File: config.mk
export PLATFORM = sky130hd
export DESIGN_NAME = sac_adc_ctrl
export DESIGN_NICKNAME = d
export VERILOG_FILES = /design/src/logic/sac_pkg.sv /design/src/logic/sac_adc_ctrl.sv /design/src/logic/sac_sync.sv
export SDC_FILE = /design/constraint.sdc
export NUM_CORES = 1
export LEC_CHECK = 0
export BUFFER_PORTS_ARGS = -buffer_cell sky130_fd_sc_hd__buf_2
export CELL_PAD_IN_SITES_DETAIL_PLACEMENT = 1
export CELL_PAD_IN_SITES_GLOBAL_PLACEMENT = 2
export CORE_UTILIZATION = 38
export CTS_CLUSTER_SIZE = 20
export DETAILED_ROUTE_END_ITERATION = 10
export PLACE_DENSITY_LB_ADDON = 0.1
export SLEW_MARGIN = 10
export SYNTH_ARGS = -nofsm -noshare
export SYNTH_HDL_FRONTEND = slang
export SYNTH_SLANG_ARGS = --single-unit
File: constraint.sdc
create_clock -name clk -period 3.33 [get_ports clk]
set_clock_uncertainty 0.15 [all_clocks]
set_input_delay 0.1665 -clock clk [delete_from_list [all_inputs] [get_ports clk]]
set_output_delay 0.1665 -clock clk [all_outputs]
set_load 0.03 [all_outputs]
File: src/logic/sac_pkg.sv
package sac_pkg;
  // ---------------------------------------------------------------
  // Register map
  // ---------------------------------------------------------------
  localparam logic [3:0] ADDR_CTRL = 4'h0;  // converter_control_reg
  localparam logic [3:0] ADDR_REF = 4'h1;   // reference_control_reg
  localparam logic [3:0] ADDR_MUX = 4'h2;   // analog_input_mux selects
  localparam logic [3:0] ADDR_GAIN = 4'h3;  // input_gain_stage setting
  localparam logic [3:0] ADDR_RES = 4'h4;   // conversion result
  localparam logic [3:0] ADDR_WLO = 4'h5;   // window low limit
  localparam logic [3:0] ADDR_WHI = 4'h6;   // window high limit
  localparam logic [3:0] ADDR_IEN = 4'h7;   // interrupt enables

  // ---------------------------------------------------------------
  // Control register fields
  // ---------------------------------------------------------------
  localparam int CTL_EN = 7;       // converter_enable_bit
  localparam int CTL_DONE = 5;     // completion flag
  localparam int CTL_BUSY = 4;     // write 1 = software start
  localparam int CTL_WIN = 3;      // window flag
  localparam int CTL_INSIDE = 2;   // 1: flag inside window, 0: outside
  localparam int CTL_SRC_LO = 0;   // start source, two bits (+ bit 6)
  localparam int CTL_SRC_HI = 6;
  localparam int REF_SEL = 3;      // reference_select
  localparam int REF_TEMP = 2;     // temp_sensor_enable
  localparam int REF_BIAS = 1;     // bias_generator_enable
  localparam int IEN_DONE = 0;
  localparam int IEN_WIN = 1;

  // ---------------------------------------------------------------
  // Start sources, conversion timing, mux
  // ---------------------------------------------------------------
  typedef enum logic [2:0] {
    SRC_SW = 3'h0, SRC_T0 = 3'h1, SRC_T1 = 3'h2, SRC_T2 = 3'h3, SRC_EXT = 3'h4
  } sac_src_t;
  localparam int CLK_HZ = 10_000_000;
  localparam int MAX_SPS = 500_000;
  localparam int CONV_CYC = CLK_HZ / MAX_SPS;  // 20 cycles per conversion
  localparam int RES_W = 8;
  localparam logic [3:0] MUX_TEMP = 4'ha;      // highest positive selection
  localparam logic [3:0] MUX_LAST = 4'ha;      // 11 selections: 0..10
  localparam logic [3:0] MUX_GND = 4'ha;       // negative select for ground
  localparam logic [7:0] ZERO8 = 8'h00;
endpackage

File: src/logic/sac_adc_ctrl.sv
// The address map and the plain strobed port were chosen for this implementation.
`timescale 1ns/1ns
// How it works
// - Conversions start by software, timer 0/1/2 overflow or external start.
// - Completion sets done flag; its interrupt fires only when enabled.
// - Each completed conversion latches the 8-bit result for software.
// - Result compared with window limits; interrupt on inside or outside.
// - Background conversions interrupt only on window hit, not every result.
// - Converter runs only when enable bit is 1, else low-power shutdown.
// - Gain field selects 0.5, 1, 2 or 4 for the input gain stage.
// - Input mux gives 11 selections, single-ended to ground or differential.
// - Temperature sensor sits on the highest positive mux selection.
// - Reference select 0 picks external reference, 1 picks the supply.
// - Bias enable reads 1 when converter, sensor or oscillator enabled.
// - Sensor enable switches sensor; disabled sensor gives meaningless data.
// - Back-to-back conversions take 21 cycles each (20 plus the idle cycle), about 476 ksps, not 500 ksps.
module sac_adc_ctrl
  import sac_pkg::*;
#(
  parameter int CONV_CYCLES = sac_pkg::CONV_CYC
) (
  // Clock, reset, enable
  input wire logic clk,
  input wire logic rst,
  input wire logic ce,
  // Register port
  input wire logic [3:0] regAddr,
  input wire logic [7:0] regWdata,
  input wire logic regWr,
  input wire logic regRd,
  output logic [7:0] regRdata,
  // Start sources and oscillator enable
  input wire logic timer0Ovf,
  input wire logic timer1Ovf,
  input wire logic timer2Ovf,
  input wire logic extStart,
  input wire logic oscEnable,
  // Analog front end
  input wire logic cmpHigh,
  output logic [3:0] muxPos,
  output logic [3:0] muxNeg,
  output logic [1:0] gainSel,
  output logic adcPowerOn,
  output logic sampleHold,
  output logic [7:0] sarTrial,
  output logic refSelect,
  output logic biasOn,
  output logic tempOn,
  // Interrupt requests
  output logic doneIrq,
  output logic winIrq
);
  // ---------------------------------------------------------------
  // Registers and state
  // ---------------------------------------------------------------
  typedef enum logic [1:0] {
    ST_OFF = 2'b00, ST_IDLE = 2'b01, ST_TRACK = 2'b10, ST_CONV = 2'b11
  } sac_state_t;

  localparam int CW = $clog2(CONV_CYCLES + 1);
  localparam int TRACK_CYC = CONV_CYCLES - RES_W - 1;

  sac_state_t state_r;
  logic enable_r;
  logic done_r;
  logic win_r;
  logic inside_r;
  logic [2:0] src_r;
  logic refSel_r;
  logic tempEn_r;
  logic biasSw_r;
  logic [3:0] muxPos_r;
  logic [3:0] muxNeg_r;
  logic [1:0] gain_r;
  logic [7:0] result_r;
  logic [7:0] winLo_r;
  logic [7:0] winHi_r;
  logic ienDone_r;
  logic ienWin_r;
  logic [7:0] sar_r;
  logic [7:0] bit_r;
  logic [CW-1:0] cnt_r;
  logic extSync;
  logic extPrev_r;
  logic swStart;
  logic trig;
  logic finish;
  logic [7:0] finalVal;
  logic winHit;

  // External start is a pin: settle it through three stages
  sac_sync uExtSync (
    .clk(clk),
    .rst(rst),
    .ce(ce),
    .din(extStart),
    .dout(extSync)
  );

  always_ff @(posedge clk or posedge rst) begin
    if (rst) begin
      extPrev_r <= 1'b0;
    end else if (ce) begin
      extPrev_r <= extSync;
    end
  end

  // ---------------------------------------------------------------
  // Start selection
  // ---------------------------------------------------------------
  assign swStart = regWr && (regAddr == ADDR_CTRL) && regWdata[CTL_BUSY];
  always_comb begin
    case (sac_src_t'(src_r))
      SRC_SW: trig = swStart;
      SRC_T0: trig = timer0Ovf;
      SRC_T1: trig = timer1Ovf;
      SRC_T2: trig = timer2Ovf;
      SRC_EXT: trig = extSync && !extPrev_r;
      default: trig = 1'b0;
    endcase
  end

  // Last SAR step: keep or drop the trial bit from the comparator
  assign finish = (state_r == ST_CONV) && bit_r[0];
  assign finalVal = cmpHigh ? sar_r : (sar_r & ~bit_r);
  // Window test on the value being latched, in the latching cycle
  assign winHit = inside_r ?
      ((finalVal >= winLo_r) && (finalVal <= winHi_r)) :
      ((finalVal < winLo_r) || (finalVal > winHi_r));

  // ---------------------------------------------------------------
  // Conversion sequencer: track, then one bit per cycle
  // ---------------------------------------------------------------
  // Trial code and hold move with the SAR state; a late copy would judge the previous trial
  always_ff @(posedge clk or posedge rst) begin
    if (rst) begin
      state_r <= ST_OFF;
      cnt_r <= '0;
      sar_r <= ZERO8;
      bit_r <= ZERO8;
      sampleHold <= 1'b0;
      sarTrial <= ZERO8;
    end else if (ce) begin
      case (state_r)
        ST_OFF: begin
          if (enable_r) begin
            state_r <= ST_IDLE;
          end
        end
        ST_IDLE: begin
          if (!enable_r) begin
            state_r <= ST_OFF;
          end else if (trig) begin
            state_r <= ST_TRACK;
            cnt_r <= CW'(TRACK_CYC);
          end
        end
        ST_TRACK: begin
          if (!enable_r) begin
            state_r <= ST_OFF;
          end else if (cnt_r == '0) begin
            state_r <= ST_CONV;
            sar_r <= 8'h80;
            bit_r <= 8'h80;
            sampleHold <= 1'b1;
            sarTrial <= 8'h80;
          end else begin
            cnt_r <= cnt_r - CW'(1);
          end
        end
        ST_CONV: begin
          if (!enable_r) begin
            state_r <= ST_OFF;
            sampleHold <= 1'b0;
          end else if (bit_r[0]) begin
            state_r <= ST_IDLE;
            sampleHold <= 1'b0;
          end else begin
            sar_r <= finalVal | (bit_r >> 1);
            sarTrial <= finalVal | (bit_r >> 1);
            bit_r <= bit_r >> 1;
          end
        end
        default: state_r <= ST_OFF;
      endcase
    end
  end

  // ---------------------------------------------------------------
  // Result and status flags; hardware set wins over software clear
  // ---------------------------------------------------------------
  always_ff @(posedge clk or posedge rst) begin
    if (rst) begin
      result_r <= ZERO8;
      done_r <= 1'b0;
      win_r <= 1'b0;
    end else if (ce) begin
      if (regWr && regAddr == ADDR_CTRL) begin
        done_r <= regWdata[CTL_DONE];
        win_r <= regWdata[CTL_WIN];
      end
      if (finish && enable_r) begin
        result_r <= finalVal;
        done_r <= 1'b1;
        if (winHit) begin
          win_r <= 1'b1;
        end
      end
    end
  end

  // ---------------------------------------------------------------
  // Software-written configuration
  // ---------------------------------------------------------------
  always_ff @(posedge clk or posedge rst) begin
    if (rst) begin
      enable_r <= 1'b0;
      inside_r <= 1'b0;
      src_r <= 3'h0;
      refSel_r <= 1'b0;
      tempEn_r <= 1'b0;
      biasSw_r <= 1'b0;
      muxPos_r <= 4'h0;
      muxNeg_r <= MUX_GND;
      gain_r <= 2'h0;
      winLo_r <= ZERO8;
      winHi_r <= ZERO8;
      ienDone_r <= 1'b0;
      ienWin_r <= 1'b0;
    end else if (ce && regWr) begin
      case (regAddr)
        ADDR_CTRL: begin
          enable_r <= regWdata[CTL_EN];
          inside_r <= regWdata[CTL_INSIDE];
          src_r <= {regWdata[CTL_SRC_HI], regWdata[CTL_SRC_LO +: 2]};
        end
        ADDR_REF: begin
          refSel_r <= regWdata[REF_SEL];
          tempEn_r <= regWdata[REF_TEMP];
          biasSw_r <= regWdata[REF_BIAS];
        end
        ADDR_MUX: begin
          // Out-of-range selections are ignored to keep 11 choices
          if (regWdata[7:4] <= MUX_LAST) begin
            muxPos_r <= regWdata[7:4];
          end
          if (regWdata[3:0] <= MUX_LAST) begin
            muxNeg_r <= regWdata[3:0];
          end
        end
        ADDR_GAIN: gain_r <= regWdata[1:0];
        ADDR_WLO: winLo_r <= regWdata;
        ADDR_WHI: winHi_r <= regWdata;
        ADDR_IEN: begin
          ienDone_r <= regWdata[IEN_DONE];
          ienWin_r <= regWdata[IEN_WIN];
        end
        default: ;
      endcase
    end
  end

  // ---------------------------------------------------------------
  // Read data, valid the cycle after the read strobe
  // ---------------------------------------------------------------
  always_ff @(posedge clk or posedge rst) begin
    if (rst) begin
      regRdata <= ZERO8;
    end else if (ce) begin
      regRdata <= ZERO8;
      if (regRd) begin
        case (regAddr)
          ADDR_CTRL: regRdata <= {enable_r, src_r[2], done_r,
                                  (state_r == ST_TRACK) || (state_r == ST_CONV),
                                  win_r, inside_r, src_r[1:0]};
          ADDR_REF: regRdata <= {4'h0, refSel_r, tempEn_r,
                                 biasSw_r | enable_r | tempEn_r | oscEnable,
                                 1'b0};
          ADDR_MUX: regRdata <= {muxPos_r, muxNeg_r};
          ADDR_GAIN: regRdata <= {6'h00, gain_r};
          ADDR_RES: regRdata <= result_r;
          ADDR_WLO: regRdata <= winLo_r;
          ADDR_WHI: regRdata <= winHi_r;
          ADDR_IEN: regRdata <= {6'h00, ienWin_r, ienDone_r};
          default: regRdata <= ZERO8;
        endcase
      end
    end
  end

  // ---------------------------------------------------------------
  // Registered outputs to the analog side and interrupt lines
  // ---------------------------------------------------------------
  always_ff @(posedge clk or posedge rst) begin
    if (rst) begin
      muxPos <= 4'h0;
      muxNeg <= MUX_GND;
      gainSel <= 2'h0;
      adcPowerOn <= 1'b0;
      refSelect <= 1'b0;
      biasOn <= 1'b0;
      tempOn <= 1'b0;
      doneIrq <= 1'b0;
      winIrq <= 1'b0;
    end else if (ce) begin
      muxPos <= muxPos_r;
      muxNeg <= muxNeg_r;
      gainSel <= gain_r;
      adcPowerOn <= enable_r;
      refSelect <= refSel_r;
      biasOn <= biasSw_r | enable_r | tempEn_r | oscEnable;
      tempOn <= tempEn_r;
      // Background mode: leave done interrupt off, use window only
      doneIrq <= done_r & ienDone_r;
      winIrq <= win_r & ienWin_r;
    end
  end
endmodule

File: src/logic/sac_sync.sv
`timescale 1ns/1ns
// Three-stage synchroniser; output rises or falls once stages 2 and 3 agree
module sac_sync (
  // Clock and reset
  input wire logic clk,
  input wire logic rst,
  input wire logic ce,
  // Asynchronous level in, settled level out
  input wire logic din,
  output logic dout
);
  logic s1_r;
  logic s2_r;
  logic s3_r;

  // ---------------------------------------------------------------
  // Shift chain; s1_r is read only by s2_r
  // ---------------------------------------------------------------
  always_ff @(posedge clk or posedge rst) begin
    if (rst) begin
      s1_r <= 1'b0;
      s2_r <= 1'b0;
      s3_r <= 1'b0;
    end else if (ce) begin
      s1_r <= din;
      s2_r <= s1_r;
      s3_r <= s2_r;
    end
  end

  // Settled level only moves when the last two stages agree
  always_ff @(posedge clk or posedge rst) begin
    if (rst) begin
      dout <= 1'b0;
    end else if (ce && (s2_r == s3_r)) begin
      dout <= s3_r;
    end
  end
endmodule

======== Word-level counts from Yosys, hierarchy flattened ========
Cells that the tools add are included.
storage, ports and cells
  flip-flop bits (word level) ............. 99
  bits of input ports ..................... 23
  output and inout port bits .............. 33
  logic and storage cells ................. 147
operators by class
  $add $sub $neg .......................... 1
  $lt $le $gt $ge ......................... 6
  equality and inequality tests ........... 26
  mux-type cells .......................... 36
  bitwise operators ....................... 8
  reduce and logical (&&, ||, !) cells .... 33
operators by type and width
  kind                                                             count
  8-bit 2-to-1 mux                                                 8
  8-bit case mux with 8 select lines                               1
  8-bit case mux with 2 select lines                               2
  5-bit 2-to-1 mux                                                 4
  4-bit by 3-bit == test with 1-bit output, second input constant  4
  2-bit inequality test, second input constant                     8
  2-bit AND reduction                                              8
  5-bit AND reduction                                              3
  2-bit 2-to-1 mux                                                 7
  6-bit AND reduction                                              2
  1-bit 2-to-1 mux                                                 10
  5-bit case mux with 2 select lines                               1
  3-bit inequality test, second input constant                     3
  8-bit AND                                                        1
  4-bit by 2-bit == test with 1-bit output, second input constant  2
  8-bit greater-or-equal comparator                                1
  8-bit > comparator                                               1
  4-bit less-or-equal comparator, second input constant            2
  8-bit less-or-equal comparator                                   1
  1-bit logical AND                                                8
  8-bit < comparator                                               1
  8-bit inverter                                                   1
  8-bit by 7-bit bitwise OR with 8-bit output                      1
  2-bit case mux with 4 select lines                               1
  other kinds (20)                                                 29

======== Depth between registers and ports, before layout ========
  depth after elaboration ................. 8
  depth in mapped cells ................... 9
  depth with buffers taken out ............ 9

======== Cells and area by module ========
From an unflattened synthesis, not the netlist that was laid out.
second synthesis, totals
  cell total of the unflattened synthesis .. 505
  area total of the unflattened synthesis .. 4986.0 µm²
by module, submodules not included
  module        instances  cells each  area each (µm²)  sequential area each (µm²)
  sac_adc_ctrl  1          494         4825.9           2382.3
  sac_sync      1          11          160.2            100.1

======== Worst setup path before layout ========
No wires, ideal clock.
  path kind ............................... register to register
  start point ............................. register sar_r[2]
  end point ............................... register win_r
  setup time .............................. 94 ps
  arrival ................................. 2359 ps
  data required time ...................... 3086 ps
  slack ................................... 727 ps
  stages on the path, launching flop included .. 9
  buffers on the path ..................... 0
  period minus slack after synthesis ...... 2603 ps
  path through ............................ dfrtp_1 a21boi_0 ha_1 and3_1 a221o_1 a211oi_1 o21a_1 nor3_1 a211oi_1
on the way
  word-level cells in the longest chain between the ends .. 7
  elaborated cells on any way between the ends .. 11
  those cells by class .................... order compare (4); mux (4); bitwise (1); reduce/logical (2)
ends and longest elaborated chain
  element                                                       line                                      text
  start: declaration                                            sac_adc_ctrl.sv:80                        logic [7:0] sar_r;
  start signal: assignment                                      sac_adc_ctrl.sv:179                       sar_r <= finalVal | (bit_r >> 1);
  8-bit AND                                                     sac_adc_ctrl.sv:125                       assign finalVal = cmpHigh ? sar_r : (sar_r & ~bit_r);
  8-bit 2-to-1 mux *                                            sac_adc_ctrl.sv:125
  via finalVal[2]                                               sac_adc_ctrl.sv:88                        logic [7:0] finalVal;
  8-bit < comparator (tied with other cells)                    sac_adc_ctrl.sv:129                       ((finalVal < winLo_r) || (finalVal > winHi_r));
  1-bit logical OR / 1-bit logical AND (equally long branches)  sac_adc_ctrl.sv:129, sac_adc_ctrl.sv:128
  1-bit 2-to-1 mux *                                            sac_adc_ctrl.sv:127                       assign winHit = inside_r ?
  1-bit 2-to-1 mux *                                            sac_adc_ctrl.sv:205                       if (winHit) begin
  1-bit 2-to-1 mux *                                            sac_adc_ctrl.sv:202                       if (finish && enable_r) begin
  end signal: assignment                                        sac_adc_ctrl.sv:200                       win_r <= regWdata[CTL_WIN];
  end: declaration                                              sac_adc_ctrl.sv:66                        logic win_r;
Mark *: on every way through the listed nets, which the timed path passes. The rest lies on a longest branch.
A chain may end at the register's enable or synchronous reset.

======== Worst setup path in the final report ========
  start point ............................. register bit_r[2]
  end point ............................... register win_r
on the way
  word-level cells in the longest chain between the ends .. 8
  elaborated cells on any way between the ends .. 12
  those cells by class .................... order compare (4); mux (4); bitwise (2); reduce/logical (2)
ends and longest elaborated chain
  element                                                       line                                      text
  start: declaration                                            sac_adc_ctrl.sv:81                        logic [7:0] bit_r;
  start signal: assignment                                      sac_adc_ctrl.sv:181                       bit_r <= bit_r >> 1;
  8-bit inverter *                                              sac_adc_ctrl.sv:125
  8-bit AND *                                                   sac_adc_ctrl.sv:125
  8-bit 2-to-1 mux *                                            sac_adc_ctrl.sv:125
  via finalVal[2]                                               sac_adc_ctrl.sv:88
  8-bit < comparator (tied with other cells)                    sac_adc_ctrl.sv:129
  1-bit logical OR / 1-bit logical AND (equally long branches)  sac_adc_ctrl.sv:129, sac_adc_ctrl.sv:128
  1-bit 2-to-1 mux *                                            sac_adc_ctrl.sv:127
  1-bit 2-to-1 mux *                                            sac_adc_ctrl.sv:205
  1-bit 2-to-1 mux *                                            sac_adc_ctrl.sv:202
Marked as above.

==> out/qor.csv <==
metric;value;unit
area post-placement;0.00550;mm²
Max IR drop VDD;267;µV
Starting Density;39.3;%
total core area;0.0128;mm²
Setup WS pre-CTS;547;ps
Synth Warn #;0;
Placer Congestion;0.827;
clk_lat worst skew;360;ps
PD cells;587;mW/mm²
num rows;41;
P_int;2370;µW
Initial DRC Count;223;
Psw;1090;µW
status;finished, final reports clean;
Port Buffers;55;
antenna-violating nets left;0;
Post-synth ARST share;100;%
Worst-path clk slew;70;ps
Via Count;3961;
synth top area cells;dfrtp_1 (47%), mux2_2 (9.0%), nand2_1 (4.6%);
number of fill cells;1461;
Slew headroom;49.3;%
most frequent cell on the critical path;a211oi_1;
DRT Wirelength;13.8;mm
design area;0.00590;mm²
CTS Buf Count;9;
Final Critical Period;2720;ps
syn nets;541;
worst slew pin tran;761;ps
DR DRC count;0;
DR vias/cell;5.37;
vias in the first global route;4113;
WL/cell;18.7;µm
post-synth top area cell;dfrtp_1;
Post-synth top flop;dfrtp_1;
pin count of the biggest net entering global routing;60;
hold depth;3;
sequential area share after synthesis;49.4;%
Comb power frac;21.2;%
Hold Path Class;input port to register;
synthesized area;0.00502;mm²
die height;117;µm
flops & latches, synth;99;
Layout area overhead;17.5;%
Lkg Pwr;0.00270;µW
first-pass GRT wire length;22.3;mm
ANT cells;0;
CTS tree;yes;
EDFF count, synth;0;
clk buf depth;2;
Yosys top cell area share;47.3;%
ratio of cells with drive above 1 in the final layout;23.0;%
CP Data Arrival Time;2820;ps
Post-Route Utilization;46.2;%
Die Span X;117;µm
R2R cell count;8;
final hold vios;0;
gr ovfl total;0;
fin cells;738;
switch share;31.4;%
IO Count;56;
Setup Crit Path Kind;register to register;
H-tree levels;3;
RSZ-0062 raised after global routing;no;
DR pass1 iterations;4;
crit path cell chain;a21boi_0 -> ha_1 -> and3_1 -> a221o_1 -> a211oi_1 -> a211oi_1 -> nor3_1 -> a211oi_1;
delay of the slowest critical-path stage;410;ps
Post-Syn Instances;500;
Max Freq;367;MHz
Total Routing Usage GR;22.1;%
die area;0.0137;mm²
setup TNS;0;ps
proportion of power drawn by the clock network;33.5;%
initial antenna violation count;0;
Worst EP required;3420;ps
Max Cap Viol;0;
count of final setup violators;0;
slowest CP cell;a21boi_0;
HPWL Detailed;10.0;mm
clk sink count;99;
final net count;602;
CP max FO;4;
clk root buf;clkbuf_16;
Final period util;81.8;%
CP endpoint kind;register;
Resize count post-CTS;0;
setup slack after layout;607;ps
sequential share of power;45.3;%
placed cells;715;
startpoint types;register;
final slew viol count;0;
Avg Cell Area, Syn;10.0;µm²
Cell variety after synth;49;
-- path summary, 6_finish.rpt --
check / start / end / slack (ps)
min in group asynchronous: rst / uExtSync.s2_r / 350
max in group asynchronous: rst / cnt_r[0] / 1880
hold reg to reg: regRdata[0] / regRdata[0] / 330
hold / removal: regWdata[7] / winLo_r[7] / 4
setup reg to reg: bit_r[2] / win_r / 610
setup / recovery: bit_r[2] / win_r / 610
-- kinds of logic after synthesis --
kind of cell    share of synthesized area [%]
compound gates                           16.7
fa+ha+maj                                4.48
buf+inv                                  4.43
flops                                    49.4
mux                                      11.4
simple gates                             13.6
-- critical path: cells and delay by family, from the launching register on --
| family | cells | cell delay [ps] |
|---|---|---|
| and+or+nand+nor | 2 | 380 |
| adders and majority gates | 1 | 340 |
| AOI/OAI and AO/OA | 5 | 1340 |
| DFF | 1 | 400 |
-- cell usage after synthesis, types with 9 or more instances --
master	instances
a21oi_1	35
clkbuf_1	15
nor2_1	32
ha_1	18
nand2_1	61
dfrtp_1	95
o2bb2ai_1	9
mux2_2	40
nand3_1	10
o21ai_0	44
inv_1	36
mux2i_1	10
-- final cells by class --
| class | count | area [µm²] | share of cell area [%] |
|---|---|---|---|
| inverters | 36 | 138 | 2.33 |
| repair buffers | 72 | 420 | 7.13 |
| clock buffers | 11 | 243 | 4.11 |
| multi-input cells | 343 | 2320 | 39.3 |
| well taps | 172 | 215 | 3.65 |
| clock inverters | 5 | 83.8 | 1.42 |
| flip-flops and latches | 99 | 2480 | 42.1 |
-- metrics by stage --
stage / total power [µW] / hold WS, ps
3_3_place_gp: 2290 / 198
6_report: 3460 / 4.26
3_5_place_dp: 2320 / 211
2_1_floorplan: 2070 / 133
4_1_cts: 3500 / 1.70
5_1_grt: 3650 / 24.6
-- state kept, by name, summed over array words and instances (netlist names), 2 cells and up --
| signal | flops |
|---|---|
| muxPos | 4 |
| src_r | 3 |
| state_r | 2 |
| muxNeg | 4 |
| bit_r | 8 |
| gainSel | 2 |
| sar_r | 8 |
| regRdata | 8 |
| cnt_r | 5 |
| gain_r | 2 |
| winLo_r | 8 |
| result_r | 8 |
| winHi_r | 8 |
| muxPos_r | 4 |
| muxNeg_r | 4 |
-- timing repair --
item	CTS	global route
endpoints found under the setup margin	0	0
endpoints found under the hold margin	60	0
hold buffers	7	0
setup buffers	0	0
-- metal layers --
| metal | GRT usage, % | vias to the layer above | routed length [µm] |
|---|---|---|---|
| li1 | - | 1883 | - |
| met1 | 31.8 | 1999 | 6710 |
| met2 | 34.4 | 66 | 6360 |
| met3 | 3.71 | 13 | 553 |
| met4 | 6.33 | 0 | 172 |
| met5 | 0 | - | 0 |
-- power groups by stage --
stage / clock network, µW / registers [µW] / logic, µW
global route: 1230 / 1600 / 815
detailed placement: 0 / 1590 / 728
global placement: 0 / 1590 / 705
CTS: 1190 / 1570 / 741
floorplan: 0 / 1630 / 441
finish: 1160 / 1570 / 732
-- layout by cell type (no fill, tap or decap), drive strengths merged, types with 5 or more instances in the layout --
cell	instances
dfrtp	95
buf	65
nand2	61
o21ai	44
mux2	42
inv	37
a21oi	36
nor2	32
ha	18
clkbuf	11
nand3	10
mux2i	10
o2bb2ai	9
nand3b	8
nand2b	7
a21boi	7
dlygate4sd3	7
nand4	6
nor3	5
nor2b	5
o22ai	5
Note: power is estimated with default switching activity, not from simulation.
